`config.mk`:
```
export PLATFORM = sky130hd
export DESIGN_NAME = tlic_ctrl
export DESIGN_NICKNAME = d
export VERILOG_FILES = /design/src/logic/tlic_pkg.sv /design/src/logic/tlic_pick.sv /design/src/logic/tlic_ctrl.sv
export SDC_FILE = /design/constraint.sdc
export NUM_CORES = 1
export LEC_CHECK = 0
export ABC_CLOCK_PERIOD_IN_PS = 5350
export BUFFER_PORTS_ARGS = -buffer_cell sky130_fd_sc_hd__buf_2
export CORE_ASPECT_RATIO = 0.8
export CORE_MARGIN = 4
export CORE_UTILIZATION = 30
export DETAILED_ROUTE_END_ITERATION = 8
export PLACE_DENSITY = 0.52
export REMOVE_ABC_BUFFERS = 1
export SLEW_MARGIN = 20
export SYNTH_ARGS = -nofsm -noshare
export SYNTH_HDL_FRONTEND = slang
export SYNTH_SLANG_ARGS = --single-unit
```
`constraint.sdc`:
```
create_clock -name mclk -period 5.35 [get_ports mclk]
set_clock_uncertainty 0.1 [all_clocks]
set_input_delay 1.07 -clock mclk [delete_from_list [all_inputs] [get_ports mclk]]
set_output_delay 1.07 -clock mclk [all_outputs]
set_load 0.05 [all_outputs]
```
`src/logic/tlic_pkg.sv`:
```
// Notes on behaviour
// - two levels per source; low never preempts a running high-level routine
// - same-level ties go by fixed order ext0 first, watchdog last
// - flags sampled, polled and resolved every machine cycle
// - no call while equal or higher level is in service
// - call only when polling meets the final cycle of the instruction
// - no call while instruction writes enable/priority registers or is return-from-irq
// - refused requests are not remembered; each poll starts fresh
// - timer 0 and 1 overflow flags cleared on vectoring to them
// - ext 0 and 1 flags cleared on vectoring only in edge mode
// - serial, timer 2, power-fail and watchdog flags left for software
// - call pushes the program counter, not the status word, then loads vector
// - fixed vector address per source
// - return-from-irq ends in-service; plain return leaves it set
// - ext pins 0..5 sampled and flags updated at the third clock phase
// - timer 0/1 flags set at third phase, polled in next machine cycle
// - call lasts four machine cycles; five cycles minimum flag to routine
// - worst response twelve machine cycles with nothing else in service
// - global enable masks all but power-fail; per-source enables gate each
// - edge mode sets flag on high sample followed by low sample
// - ext 2..5 flags hardware-cleared on entry only when clear enable set
package tlic_pkg;
	// ==========================================
	// machine cycle timing
	localparam int TLIC_CLK_PERIOD_NS = 10;
	localparam int TLIC_CLKS_PER_MCYC = 4;
	localparam int TLIC_CALL_MCYC = 4;
	localparam int TLIC_MAX_LATENCY_MCYC = 12;
	localparam int TLIC_CALL_CLKS = TLIC_CALL_MCYC * TLIC_CLKS_PER_MCYC;
	localparam logic [1:0] TLIC_PH_C1 = 2'h0;
	localparam logic [1:0] TLIC_PH_C3 = 2'h2;
	localparam logic [3:0] TLIC_CALL_LAST = 4'(TLIC_CALL_CLKS - 1);

	// ==========================================
	// sources, in fixed order
	localparam int TLIC_NSRC = 12;
	localparam int TLIC_NEXT = 6;
	localparam logic [3:0] TLIC_SRC_EXT0 = 4'h0;
	localparam logic [3:0] TLIC_SRC_T0 = 4'h1;
	localparam logic [3:0] TLIC_SRC_EXT1 = 4'h2;
	localparam logic [3:0] TLIC_SRC_T1 = 4'h3;
	localparam logic [3:0] TLIC_SRC_EXT2 = 4'h7;
	localparam logic [3:0] TLIC_SRC_WD = 4'hb;
	localparam logic [15:0] TLIC_VEC [TLIC_NSRC] = '{
		16'h0003, 16'h000b, 16'h0013, 16'h001b, 16'h0023, 16'h002b,
		16'h003b, 16'h0043, 16'h004b, 16'h0053, 16'h005b, 16'h0063};

	// ==========================================
	// register indices and fields
	localparam logic [3:0] TLIC_REG_ENABLE_LOW = 4'h0;
	localparam logic [3:0] TLIC_REG_PRIORITY_LOW = 4'h1;
	localparam logic [3:0] TLIC_REG_ENABLE_EXT = 4'h2;
	localparam logic [3:0] TLIC_REG_PRIORITY_EXT = 4'h3;
	localparam logic [3:0] TLIC_REG_EXT_CONTROL = 4'h4;
	localparam logic [3:0] TLIC_REG_FLAGS = 4'h5;
	localparam logic [3:0] TLIC_REG_STATUS = 4'h6;
	localparam int TLIC_GLOBAL_BIT = 7;
	localparam int TLIC_FLAG_T0_BIT = 6;
	localparam int TLIC_FLAG_T1_BIT = 7;
	localparam logic [7:0] TLIC_RST_BYTE = 8'h00;

	// ==========================================
	// carriers
	typedef struct packed {
		logic last_cycle;
		logic cur_is_return_from_irq;
		logic return_from_irq_exec;
	} tlic_seq_s;

	typedef struct packed {
		logic t0_ovf;
		logic t1_ovf;
		logic ser0_rx;
		logic ser0_tx;
		logic ser1_rx;
		logic ser1_tx;
		logic t2_ovf;
		logic t2_ext;
		logic wd;
		logic power_fail_irq;
	} tlic_periph_s;

	typedef enum logic {
		TLIC_IDLE = 1'b0,
		TLIC_CALL = 1'b1
	} tlic_call_e;
endpackage

```
`src/logic/tlic_pick.sv`:
```
`timescale 1ns/100ps
`default_nettype none
module tlic_pick import tlic_pkg::*; (
	input wire logic [TLIC_NSRC-1:0] req,
	output logic any,
	output logic [3:0] idx
);
	logic [TLIC_NSRC-1:0] first;

	// ==========================================
	// lowest index wins
	assign first[0] = req[0];
	genvar gi;
	generate
		for (gi = 1; gi < TLIC_NSRC; gi++) begin : g_first
			assign first[gi] = req[gi] & ~(|req[gi-1:0]);
		end
	endgenerate

	assign any = |req;

	always_comb begin
		idx = 4'h0;
		for (int i = 0; i < TLIC_NSRC; i++) begin
			if (first[i]) begin
				idx = 4'(i);
			end
		end
	end
endmodule
`default_nettype wire

```
`src/logic/tlic_ctrl.sv`:
```
// The strobed register port and the register offsets were decided locally.
`timescale 1ns/100ps
`default_nettype none
module tlic_ctrl import tlic_pkg::*; (
	input wire logic mclk,
	input wire logic rst,
	input wire logic ce,
	input wire logic [TLIC_NEXT-1:0] ext_irq_pin_n,
	input wire tlic_periph_s periph,
	input wire tlic_seq_s seq,
	input wire logic [3:0] reg_addr,
	input wire logic [7:0] reg_wdata,
	input wire logic reg_wr,
	input wire logic reg_rd,
	output logic [7:0] reg_rdata_q,
	output logic call_start_q,
	output logic [15:0] call_vector_q,
	output logic call_active_q,
	output logic vector_load_q,
	output logic [1:0] in_service_q
);
	logic [TLIC_NEXT-1:0] pin_s1_q, pin_s2_q, samp_q, ext_flag_q, ext_clr_hw;
	logic [7:0] enable_mask_low_group_q, priority_select_low_group_q;
	logic [4:0] enable_mask_ext_group_q, priority_select_ext_group_q;
	logic [1:0] edge_mode_q;
	logic [3:0] hw_clear_enable_q;
	logic [1:0] phase_q;
	logic t0_pend_q, t1_pend_q, timer0_overflow_flag_q, timer1_overflow_flag_q;
	logic wr_seen_q;
	logic [3:0] cnt_q;
	tlic_call_e state_q;
	logic [TLIC_NSRC-1:0] src_flag, src_en, src_pri, src_gate, req, req_hi, req_lo;
	logic hi_any, lo_any, allow, withhold, decide, at_c3, at_c1;
	logic [3:0] hi_idx, lo_idx, win_idx;
	logic wr_flags;
	localparam int CALL_CLKS = TLIC_CALL_CLKS;

	function automatic logic [3:0] src_index(input int e);
		if (e < 2) begin
			src_index = e == 0 ? TLIC_SRC_EXT0 : TLIC_SRC_EXT1;
		end else begin
			src_index = TLIC_SRC_EXT2 + 4'(e - 2);
		end
	endfunction

	// ==========================================
	// machine cycle phase
	always_ff @(posedge mclk) begin
		if (rst) begin
			phase_q <= TLIC_PH_C1;
		end else if (ce) begin
			phase_q <= phase_q + 2'h1;
		end
	end
	assign at_c3 = ce && phase_q == TLIC_PH_C3;
	assign at_c1 = ce && phase_q == TLIC_PH_C1;

	// ==========================================
	// pin synchroniser
	always_ff @(posedge mclk) begin
		if (rst) begin
			pin_s1_q <= '1;
			pin_s2_q <= '1;
		end else if (ce) begin
			pin_s1_q <= ext_irq_pin_n;
			pin_s2_q <= pin_s1_q;
		end
	end

	// ==========================================
	// external request flags
	assign wr_flags = ce && reg_wr && reg_addr == TLIC_REG_FLAGS;

	always_ff @(posedge mclk) begin
		if (rst) begin
			samp_q <= '1;
		end else if (at_c3) begin
			samp_q <= pin_s2_q;
		end
	end

	genvar gi;
	generate
		for (gi = 0; gi < TLIC_NEXT; gi++) begin : g_ext
			logic lvl_mode, fall, clr;
			if (gi < 2) begin : g_sel
				assign lvl_mode = ~edge_mode_q[gi];
				assign ext_clr_hw[gi] = edge_mode_q[gi];
			end else begin : g_sel
				assign lvl_mode = 1'b0;
				assign ext_clr_hw[gi] = hw_clear_enable_q[gi-2];
			end
			assign fall = samp_q[gi] & ~pin_s2_q[gi];
			assign clr = (wr_flags && reg_wdata[gi])
				|| (decide && ext_clr_hw[gi] && win_idx == src_index(gi));
			always_ff @(posedge mclk) begin
				if (rst) begin
					ext_flag_q[gi] <= 1'b0;
				end else if (at_c3 && lvl_mode) begin
					ext_flag_q[gi] <= ~pin_s2_q[gi];
				end else if (at_c3 && fall) begin
					ext_flag_q[gi] <= 1'b1;
				end else if (clr) begin
					ext_flag_q[gi] <= 1'b0;
				end
			end
		end
	endgenerate

	// ==========================================
	// timer overflow flags
	always_ff @(posedge mclk) begin
		if (rst) begin
			t0_pend_q <= 1'b0;
			t1_pend_q <= 1'b0;
			timer0_overflow_flag_q <= 1'b0;
			timer1_overflow_flag_q <= 1'b0;
		end else if (ce) begin
			// overflow pulses wait for the third phase so polling sees them a cycle later
			t0_pend_q <= (t0_pend_q | periph.t0_ovf) & ~at_c3;
			t1_pend_q <= (t1_pend_q | periph.t1_ovf) & ~at_c3;
			if (at_c3 && (t0_pend_q || periph.t0_ovf)) begin
				timer0_overflow_flag_q <= 1'b1;
			end else if ((decide && win_idx == TLIC_SRC_T0)
				|| (wr_flags && reg_wdata[TLIC_FLAG_T0_BIT])) begin
				timer0_overflow_flag_q <= 1'b0;
			end
			if (at_c3 && (t1_pend_q || periph.t1_ovf)) begin
				timer1_overflow_flag_q <= 1'b1;
			end else if ((decide && win_idx == TLIC_SRC_T1)
				|| (wr_flags && reg_wdata[TLIC_FLAG_T1_BIT])) begin
				timer1_overflow_flag_q <= 1'b0;
			end
		end
	end

	// ==========================================
	// request vector and resolution
	always_comb begin
		// serial, timer 2 and watchdog flags are owned outside, never cleared here
		src_flag = {periph.wd | periph.power_fail_irq, ext_flag_q[5:2],
			periph.ser1_rx | periph.ser1_tx, periph.t2_ovf | periph.t2_ext,
			periph.ser0_rx | periph.ser0_tx, timer1_overflow_flag_q, ext_flag_q[1],
			timer0_overflow_flag_q, ext_flag_q[0]};
		src_en = {enable_mask_ext_group_q, enable_mask_low_group_q[6:0]};
		src_pri = {priority_select_ext_group_q, priority_select_low_group_q[6:0]};
		src_gate = {TLIC_NSRC{enable_mask_low_group_q[TLIC_GLOBAL_BIT]}};
		src_gate[TLIC_SRC_WD] = enable_mask_low_group_q[TLIC_GLOBAL_BIT] | periph.power_fail_irq;
		req = src_flag & src_en & src_gate;
		req_hi = req & src_pri;
		req_lo = req & ~src_pri;
	end

	tlic_pick u_pick_hi (
		.req(req_hi),
		.any(hi_any),
		.idx(hi_idx)
	);

	tlic_pick u_pick_lo (
		.req(req_lo),
		.any(lo_any),
		.idx(lo_idx)
	);

	assign win_idx = hi_any ? hi_idx : lo_idx;
	assign allow = hi_any ? ~in_service_q[1] : (lo_any & ~(|in_service_q));
	assign withhold = wr_seen_q | seq.cur_is_return_from_irq;
	// polled fresh from live flags each cycle; nothing of a refused request is kept
	assign decide = at_c1 && state_q == TLIC_IDLE && allow && seq.last_cycle
		&& !withhold;

	// ==========================================
	// forced vector call
	always_ff @(posedge mclk) begin
		if (rst) begin
			state_q <= TLIC_IDLE;
			cnt_q <= 4'h0;
			call_start_q <= 1'b0;
			call_active_q <= 1'b0;
			vector_load_q <= 1'b0;
			call_vector_q <= 16'h0000;
		end else if (ce) begin
			call_start_q <= decide;
			vector_load_q <= 1'b0;
			unique case (state_q)
				TLIC_IDLE: begin
					cnt_q <= 4'h0;
					if (decide) begin
						state_q <= TLIC_CALL;
						call_active_q <= 1'b1;
						call_vector_q <= TLIC_VEC[win_idx];
					end
				end
				TLIC_CALL: begin
					cnt_q <= cnt_q + 4'h1;
					if (cnt_q == TLIC_CALL_LAST) begin
						state_q <= TLIC_IDLE;
						call_active_q <= 1'b0;
						vector_load_q <= 1'b1;
					end
				end
			endcase
		end
	end

	// ==========================================
	// in-service per level
	always_ff @(posedge mclk) begin
		if (rst) begin
			in_service_q <= 2'h0;
		end else if (ce) begin
			if (decide) begin
				in_service_q[hi_any] <= 1'b1;
			end else if (seq.return_from_irq_exec) begin
				// plain return has no port here, so it cannot end in-service
				if (in_service_q[1]) begin
					in_service_q[1] <= 1'b0;
				end else begin
					in_service_q[0] <= 1'b0;
				end
			end
		end
	end

	// ==========================================
	// register port
	always_ff @(posedge mclk) begin
		if (rst) begin
			enable_mask_low_group_q <= TLIC_RST_BYTE;
			priority_select_low_group_q <= TLIC_RST_BYTE;
			enable_mask_ext_group_q <= TLIC_RST_BYTE[4:0];
			priority_select_ext_group_q <= TLIC_RST_BYTE[4:0];
			edge_mode_q <= TLIC_RST_BYTE[1:0];
			hw_clear_enable_q <= TLIC_RST_BYTE[3:0];
		end else if (ce && reg_wr) begin
			unique case (reg_addr)
				TLIC_REG_ENABLE_LOW: enable_mask_low_group_q <= reg_wdata;
				TLIC_REG_PRIORITY_LOW: priority_select_low_group_q <= reg_wdata;
				TLIC_REG_ENABLE_EXT: enable_mask_ext_group_q <= reg_wdata[4:0];
				TLIC_REG_PRIORITY_EXT: priority_select_ext_group_q <= reg_wdata[4:0];
				TLIC_REG_EXT_CONTROL: begin
					edge_mode_q <= reg_wdata[1:0];
					hw_clear_enable_q <= reg_wdata[5:2];
				end
				default: begin
				end
			endcase
		end
	end

	always_ff @(posedge mclk) begin
		if (rst) begin
			wr_seen_q <= 1'b0;
		end else if (ce) begin
			// a write lands mid-instruction; hold it until the next poll has seen it
			if (reg_wr && reg_addr <= TLIC_REG_PRIORITY_EXT) begin
				wr_seen_q <= 1'b1;
			end else if (at_c1) begin
				wr_seen_q <= 1'b0;
			end
		end
	end

	always_ff @(posedge mclk) begin
		if (rst) begin
			reg_rdata_q <= TLIC_RST_BYTE;
		end else if (ce) begin
			reg_rdata_q <= TLIC_RST_BYTE;
			if (reg_rd) begin
				unique case (reg_addr)
					TLIC_REG_ENABLE_LOW: reg_rdata_q <= enable_mask_low_group_q;
					TLIC_REG_PRIORITY_LOW: reg_rdata_q <= priority_select_low_group_q;
					TLIC_REG_ENABLE_EXT: reg_rdata_q <= {3'h0, enable_mask_ext_group_q};
					TLIC_REG_PRIORITY_EXT: reg_rdata_q <= {3'h0, priority_select_ext_group_q};
					TLIC_REG_EXT_CONTROL: reg_rdata_q <= {2'h0, hw_clear_enable_q, edge_mode_q};
					TLIC_REG_FLAGS: reg_rdata_q <= {timer1_overflow_flag_q,
						timer0_overflow_flag_q, ext_flag_q};
					TLIC_REG_STATUS: reg_rdata_q <= {5'h00, call_active_q, in_service_q};
					default: reg_rdata_q <= TLIC_RST_BYTE;
				endcase
			end
		end
	end

	// ==========================================
	// checks
	property p_no_preempt;
		@(posedge mclk) disable iff (rst)
		call_start_q |-> !$past(in_service_q[1]);
	endproperty
	a_no_preempt: assert property (p_no_preempt) else $error("low call over high");

	property p_level_block;
		@(posedge mclk) disable iff (rst)
		decide |-> (hi_any ? !in_service_q[1] : !(|in_service_q));
	endproperty
	a_level_block: assert property (p_level_block) else $error("call while in service");

	property p_last_cycle;
		@(posedge mclk) disable iff (rst)
		call_start_q |-> $past(seq.last_cycle) && $past(phase_q) == TLIC_PH_C1;
	endproperty
	a_last_cycle: assert property (p_last_cycle) else $error("call off final cycle");

	property p_withhold;
		@(posedge mclk) disable iff (rst)
		call_start_q |-> !$past(wr_seen_q) && !$past(seq.cur_is_return_from_irq);
	endproperty
	a_withhold: assert property (p_withhold) else $error("call during register write");

	property p_no_memory;
		@(posedge mclk) disable iff (rst)
		call_start_q |-> $past(req[win_idx]);
	endproperty
	a_no_memory: assert property (p_no_memory) else $error("call without request");

	property p_call_len;
		@(posedge mclk) disable iff (rst || !ce)
		call_start_q |-> call_active_q ##CALL_CLKS vector_load_q && !call_active_q;
	endproperty
	a_call_len: assert property (p_call_len) else $error("call length wrong");

	property p_t0_clear;
		@(posedge mclk) disable iff (rst)
		call_start_q && call_vector_q == TLIC_VEC[TLIC_SRC_T0] |-> !timer0_overflow_flag_q;
	endproperty
	a_t0_clear: assert property (p_t0_clear) else $error("timer 0 flag kept");

	property p_return_from_irq_hi;
		@(posedge mclk) disable iff (rst || !ce)
		seq.return_from_irq_exec && !decide && in_service_q[1] |=> !in_service_q[1] && $stable(in_service_q[0]);
	endproperty
	a_return_from_irq_hi: assert property (p_return_from_irq_hi) else $error("return did not end high level");

	property p_ext_phase;
		@(posedge mclk) disable iff (rst)
		$rose(ext_flag_q[0]) |-> $past(phase_q) == TLIC_PH_C3;
	endproperty
	a_ext_phase: assert property (p_ext_phase) else $error("ext flag set off phase");
endmodule
`default_nettype wire

```
==> metrics.yaml, run 1 <==
status: "complete, no violations"
cell_internal_pwr_mw: 1.09
vias: 4044
drive_above_1_share: 0.172
syn_avg_cell_area_um2: 8.54
required_ns: 5.51
clkSinkCount: 86
cts_tree: "done"
clk_pin_slew_ns: 0.06
fillCellCount: 1531
end_kind: "flop"
hp-class: "flop to flop"
synth_seq_area_share: 0.380
grt_pass1_vias: 3893
dieArea_mm2: 0.0171
pwr-share-comb: 0.076
cts_max_path_buffers: 2
cts-resized-gates: 0
clkPwrFrac: 0.464
synth_area_mm2: 0.00453
crit_arrival_ns: 3.65
r2r_end: "call_vector_q[4]"
p_total_mw: 1.44
synth_cell_type_count: 71
area_growth_pct: 14.2
place_congestion: 0.906
power.density_mw_per_mm2: 278
switching_power_mw: 0.352
clk_latency_ns: 0.34
cts_hold_buf: 0
wl_per_cell_um: 17.9
die_y_um: 118
grt_setup_unrepaired: "false"
synth_edf_count: 0
relSlewSlack: 0.285
h-tree-depth: 3
final_max_slew_viol_count: 0
synth_top_area_share: 0.380
grt_pass1_wl_um: 21700
wl_um: 13500
cap_violations: 0
ys.flop_type: "dfxtp_1"
numCtsBuffers: 9
yosys_warnings: 0
diodes: 0
grt_use_total: 0.158
power_leakage_nw: 2.14
dp_cells: 737
hold_path.startpoint: "pin_s1_q[4]"
hold_depth: 2
dr.pass1.iters: 5
fin_util: 0.356
die_w_um: 145
tns_ns: 0
start_kind: "flop"
grt_max_degree: 62
hold_violations: 0
rr_startpoint: "enable_mask_low_group_q[7]"
period_needed_ns: 3.49
fmax_mhz: 287
p_sw_frac: 0.244
io_pins: 65
hold_path_end: "pin_s1_q[4]"
via_per_inst: 5.37
antenna_found_initial: 0
multi_input_area_mm2: 0.00255
synth_seq_cells: 86
clock-root-buffer: "clkbuf_16"
ys_top_cells_by_area: "dfxtp_1, mux2i_1, nand2_1, nor2_1, a21oi_1"
dp_hpwl_um: 10200
drcViolationCount: 0
overflow: 0
worstMarginPinSlew_ns: 1.07
yosysMostFrequentCell: "dfxtp_1"
seqCellArea_mm2: 0.00172
fin_cells: 753
reg2reg_slack_ns: 1.86
port_buffers: 54
worstRegToRegCells: 10
synth_common_cells: "dfxtp_1, nand2_1, nor2_1"
yosysTopAreaCell: "dfxtp_1"
drt_iter0_drc: 396
synth_cells: 530
setup_viol: 0
finalCritPeriodShare: 0.652
crit_type: "flop to flop"
cp_max_fo: 30
num_rows: 39
ir_drop_mv: 0.134
p_seq_frac: 0.460
postCtsSetupBuffers: 0
start_util: 0.311
postRouteAntennaNets: 0
layout.nets: 607
coreArea_mm2: 0.0145
synthArstFlopShare: 0
[per-layer routing]
metal,global-route usage,up-vias,share of wire
met1,0.233,1911,0.49
met5,0,-,0
met3,0.0393,20,0.069
met4,0.0409,0,0.015
met2,0.230,144,0.42
li1,-,1969,-
[worst max path at each step]
| stage | from | endpoint | slack, ns |
|---|---|---|---|
| after global routing | enable_mask_low_group_q[7] | call_vector_q[4] | 1.55 |
| after CTS | enable_mask_low_group_q[7] | call_vector_q[4] | 1.86 |
| after detailed placement | ce | priority_select_low_group_q[7] | 1.71 |
| final | enable_mask_low_group_q[7] | call_vector_q[4] | 1.86 |
| after global placement | ce | priority_select_low_group_q[4] | 1.87 |
| after floorplan | ce | priority_select_low_group_q[0] | 2.35 |
[layout make-up]
cell class              count  share of cell area
repair buffers             57              0.0566
clock inverters             4              0.0102
flip-flops and latches     86               0.333
clock buffers              12              0.0515
inverters                  15              0.0109
well taps                 184              0.0445
multi-input cells         395               0.493
[cell usage in the layout, fill, tap and decap left out, types with 6 or more instances in the layout]
cell	instances
a21oi_1	39
buf_2	54
clkbuf_16	9
conb_1	10
dfxtp_1	86
ha_1	7
inv_1	14
mux2i_1	38
nand2_1	64
nand3_1	28
nand4_1	11
nand4b_1	6
nor2_1	61
nor2b_1	7
nor3_1	10
o211ai_1	12
o21ai_0	12
[sequential cells by signal (all words and copies together), names as in the netlist, 2 cells and up]
| name | count |
|---|---|
| phase_q | 2 |
| reg_rdata_q | 8 |
| pin_s1_q | 6 |
| ext_flag_q | 6 |
| enable_mask_ext_group_q | 5 |
| edge_mode_q | 2 |
| samp_q | 6 |
| enable_mask_low_group_q | 8 |
| priority_select_ext_group_q | 5 |
| in_service_q | 2 |
| call_vector_q | 5 |
| hw_clear_enable_q | 4 |
| priority_select_low_group_q | 8 |
| pin_s2_q | 6 |
| cnt_q | 4 |
[worst max-delay path: stages, from the launching register on]
cell,delay [ns]
dfxtp_1,1.02
o2111ai_1,0.39
and2_1,0.30
nand4_4,0.15
nor2_1,0.07
a32oi_1,0.43
inv_1,0.13
ha_1,0.33
o22ai_1,0.17
a31oi_1,0.07
a211oi_2,0.23
[power by group through the flow]
stage / registers, mW / clock network (mW) / logic, mW
final: 0.662 / 0.667 / 0.109
after global routing: 0.663 / 0.710 / 0.121
after CTS: 0.662 / 0.682 / 0.109
after detailed placement: 0.677 / 0 / 0.109
after global placement: 0.676 / 0 / 0.107
after floorplan: 0.673 / 0 / 0.0562
[metrics by stage]
step | worst slack (ns) | hold slack [ns] | instance area, um2
after CTS | 1.86 | 0.372 | 5170
after floorplan | 2.35 | 0.341 | 4330
final | 1.86 | 0.370 | 5170
after detailed placement | 1.71 | 0.358 | 4850
after global placement | 1.87 | 0.357 | 4850
after global routing | 1.55 | 0.406 | 5170
[cells by family (layout without fill, tap and decap cells)]
family / after synthesis / count (layout) / synth area share
AOI/OAI and AO/OA: 118 / 118 / 0.194
xor gates and xnor gates: 1 / 1 / 0.00194
adders and majority gates: 7 / 7 / 0.0193
buffers and inverters: 58 / 88 / 0.0638
DFF: 86 / 86 / 0.380
muxes: 42 / 42 / 0.0989
other: 1 / 10 / 0.000828
and+or+nand+nor: 217 / 217 / 0.241
No activity file was read; power rests on OpenSTA's default activity.
==> run 2: changes to the inputs <==
Settings changed: ABC_CLOCK_PERIOD_IN_PS 5350 to 3000, PLACE_DENSITY 0.52 to 0.54.
Clock period 5.35 ns to 3 ns, I/O delays scaled along.
==> run 2 against run 1 <==
  * Sequential cell count is the same
  * Clock-buffer cell count down 1
  * Combinational power rose by 89%
  * Via count grew 1.9%
==> metrics.yaml, run 2 (synthesis gave the netlist of run 1 again) <==
clk_pin_slew_ns: 0.06  # about the same
wl_met1_um: 7290  # +9.8%
worstRegToRegCells: 11  # +1
hold_violations: 0  # unchanged
power.density_mw_per_mm2: 474  # +70%
p_sw_frac: 0.247  # +0.00286
final_cell_mix: "dfxtp_1, nand2_1, nor2_1, buf_2, a21oi_1"
route.met2.wl_um: 5930  # +4.3%
setup_viol: 0  # unchanged
start_kind: "flop"
die_y_um: 118  # unchanged
h-tree-depth: 3  # unchanged
grt_pass1_wl_um: 22500  # +3.5%
pwr-share-comb: 0.083  # +0.007
postCtsSetupBuffers: 0  # unchanged
routed.top_layer: "met4"
status: "complete, no violations"
coreArea_mm2: 0.0145  # unchanged
vias: 4120  # +1.9%
clkSinkCount: 86  # unchanged
crit_chain: "buf_12 -> nand4_1 -> and2_1 -> nand4_4 -> nor2_1 -> a32oi_1 -> buf_4 -> ha_1 -> nor2b_2 -> nand3_1 -> a32o_1"
grt_setup_unrepaired: "false"
finalCritPeriodShare: 0.929  # +0.277
whs_ns: 0.372  # +0.00263 ns
cp_slowest_cell: "dfxtp_1"
numCtsBuffers: 9  # unchanged
cts_hold_buf: 0  # unchanged
layout.nets: 619  # +2.0%
layout_setup_ws_ns: 0.213  # -1.65 ns
cap_violations: 0  # unchanged
diodes: 0  # unchanged
start_util: 0.311  # unchanged
final_max_slew_viol_count: 0  # unchanged
hold_path_end: "pin_s1_q[2]"
period_needed_ns: 2.79  # -0.701 ns
crit_type: "flop to flop"
cts_tree: "done"
postRouteAntennaNets: 0  # unchanged
worstMarginPinSlew_ns: 0.871  # -0.201 ns
cts_max_path_buffers: 2  # unchanged
grt_pass1_vias: 3931  # +0.98%
hp-class: "input pin to flop"
area_growth_pct: 15.6
grt_use_total: 0.167  # +0.00866
reg2reg_slack_ns: 0.21  # -1.65 ns
r2r_end: "ext_flag_q[2]"
crit_arrival_ns: 2.92  # -0.73 ns
pre_cts_slack_ns: 0.141  # -1.56 ns
drive_above_1_share: 0.184  # +0.0123
critPathMaxStageDelay_ns: 0.38  # -0.64 ns
cts-resized-gates: 0  # unchanged
place_area_mm2: 0.00495  # +2.1%
p_seq_frac: 0.476  # +0.016
port_buffers: 54  # unchanged
die_w_um: 145  # unchanged
antenna_found_initial: 0  # unchanged
clkPwrFrac: 0.441  # -0.023
fin_cells: 764  # +1.5%
hold_depth: 3  # +1
num_rows: 39  # unchanged
hold_path.startpoint: "ext_irq_pin_n[2]"
fin_util: 0.360  # +0.00447
clock-root-buffer: "clkbuf_16"
crit_start: "enable_mask_low_group_q[7]"
reg_top3: "enable_mask_low_group_q (8), priority_select_low_group_q (8), reg_rdata_q (8)"
fmax_mhz: 359  # +25%
wl_um: 14400  # +6.7%
power_leakage_nw: 2.19  # +2.0%
switching_power_mw: 0.613  # +74%
routed-wl-met3_um: 975  # +4.5%
p_total_mw: 2.48  # +72%
cp_max_fo: 29  # -3.3%
mostFrequentLayoutCell: "dfxtp_1"
required_ns: 3.13  # -2.38 ns
cell_internal_pwr_mw: 1.87  # +72%
via_per_inst: 5.39  # +0.41%
drcViolationCount: 0  # unchanged
rr_startpoint: "enable_mask_low_group_q[7]"
ir_drop_mv: 0.228  # +70%
place_congestion: 0.913  # +0.83%
dr.pass1.iters: 5  # unchanged
finish.instance_area_mm2: 0.00524  # +1.3%
tns_ns: 0  # unchanged
end_kind: "flop"
dieArea_mm2: 0.0171  # unchanged
clk_latency_ns: 0.35  # about the same
relSlewSlack: 0.418  # +0.134
dp_cells: 749  # +1.6%
overflow: 0  # unchanged
wl_per_cell_um: 18.8  # +5.1%
grt_max_degree: 37  # -40%
dp_hpwl_um: 10900  # +7.0%
drt_iter0_drc: 284  # -28%
io_pins: 65  # unchanged
-- run 2: power by group through the flow --
stage	clock network, mW	logic (mW)	registers [mW]
after floorplan	0	0.100	1.20
after global placement	0	0.201	1.20
after detailed placement	0	0.204	1.21
after CTS	1.12	0.205	1.18
after global routing	1.16	0.227	1.18
final	1.09	0.206	1.18
-- run 2: layer usage --
layer	vias up	GRT usage
met5	-	0
met4	0	0.0397
met3	14	0.0427
met2	139	0.243
met1	1977	0.246
li1	1990	-
-- run 2: area by class of cell --
cell class                 instances  area, um2
multi-input combinational        395       2550
clock inverter                     4       48.8
clock buffer                      11        233
inverter                          15       56.3
timing repair buffer              69        395
sequential                        86       1720
fill                            1492       9310
tap                              184        230
-- run 2: critical path, delay by kind of cell, from the launching register on --
kind                       cells  cell delay (ns)
adders and majority gates      1             0.24
AOI/OAI and AO/OA              2             0.53
buffers and inverters          2             0.38
DFF                            1             0.38
and+or+nand+nor                6             1.03
-- run 2: how the worst max path moves through the flow --
| stage | end | slack (ns) | depth (start not counted) |
|---|---|---|---|
| detailed placement | ext_flag_q[2] | 0.14 | 11 |
| global placement | ext_flag_q[2] | 0.19 | 11 |
| CTS | ext_flag_q[2] | 0.24 | 11 |
| global route | ext_flag_q[2] | 0.04 | 11 |
| floorplan | call_vector_q[4] | 0.22 | 10 |
| finish | ext_flag_q[2] | 0.21 | 11 |
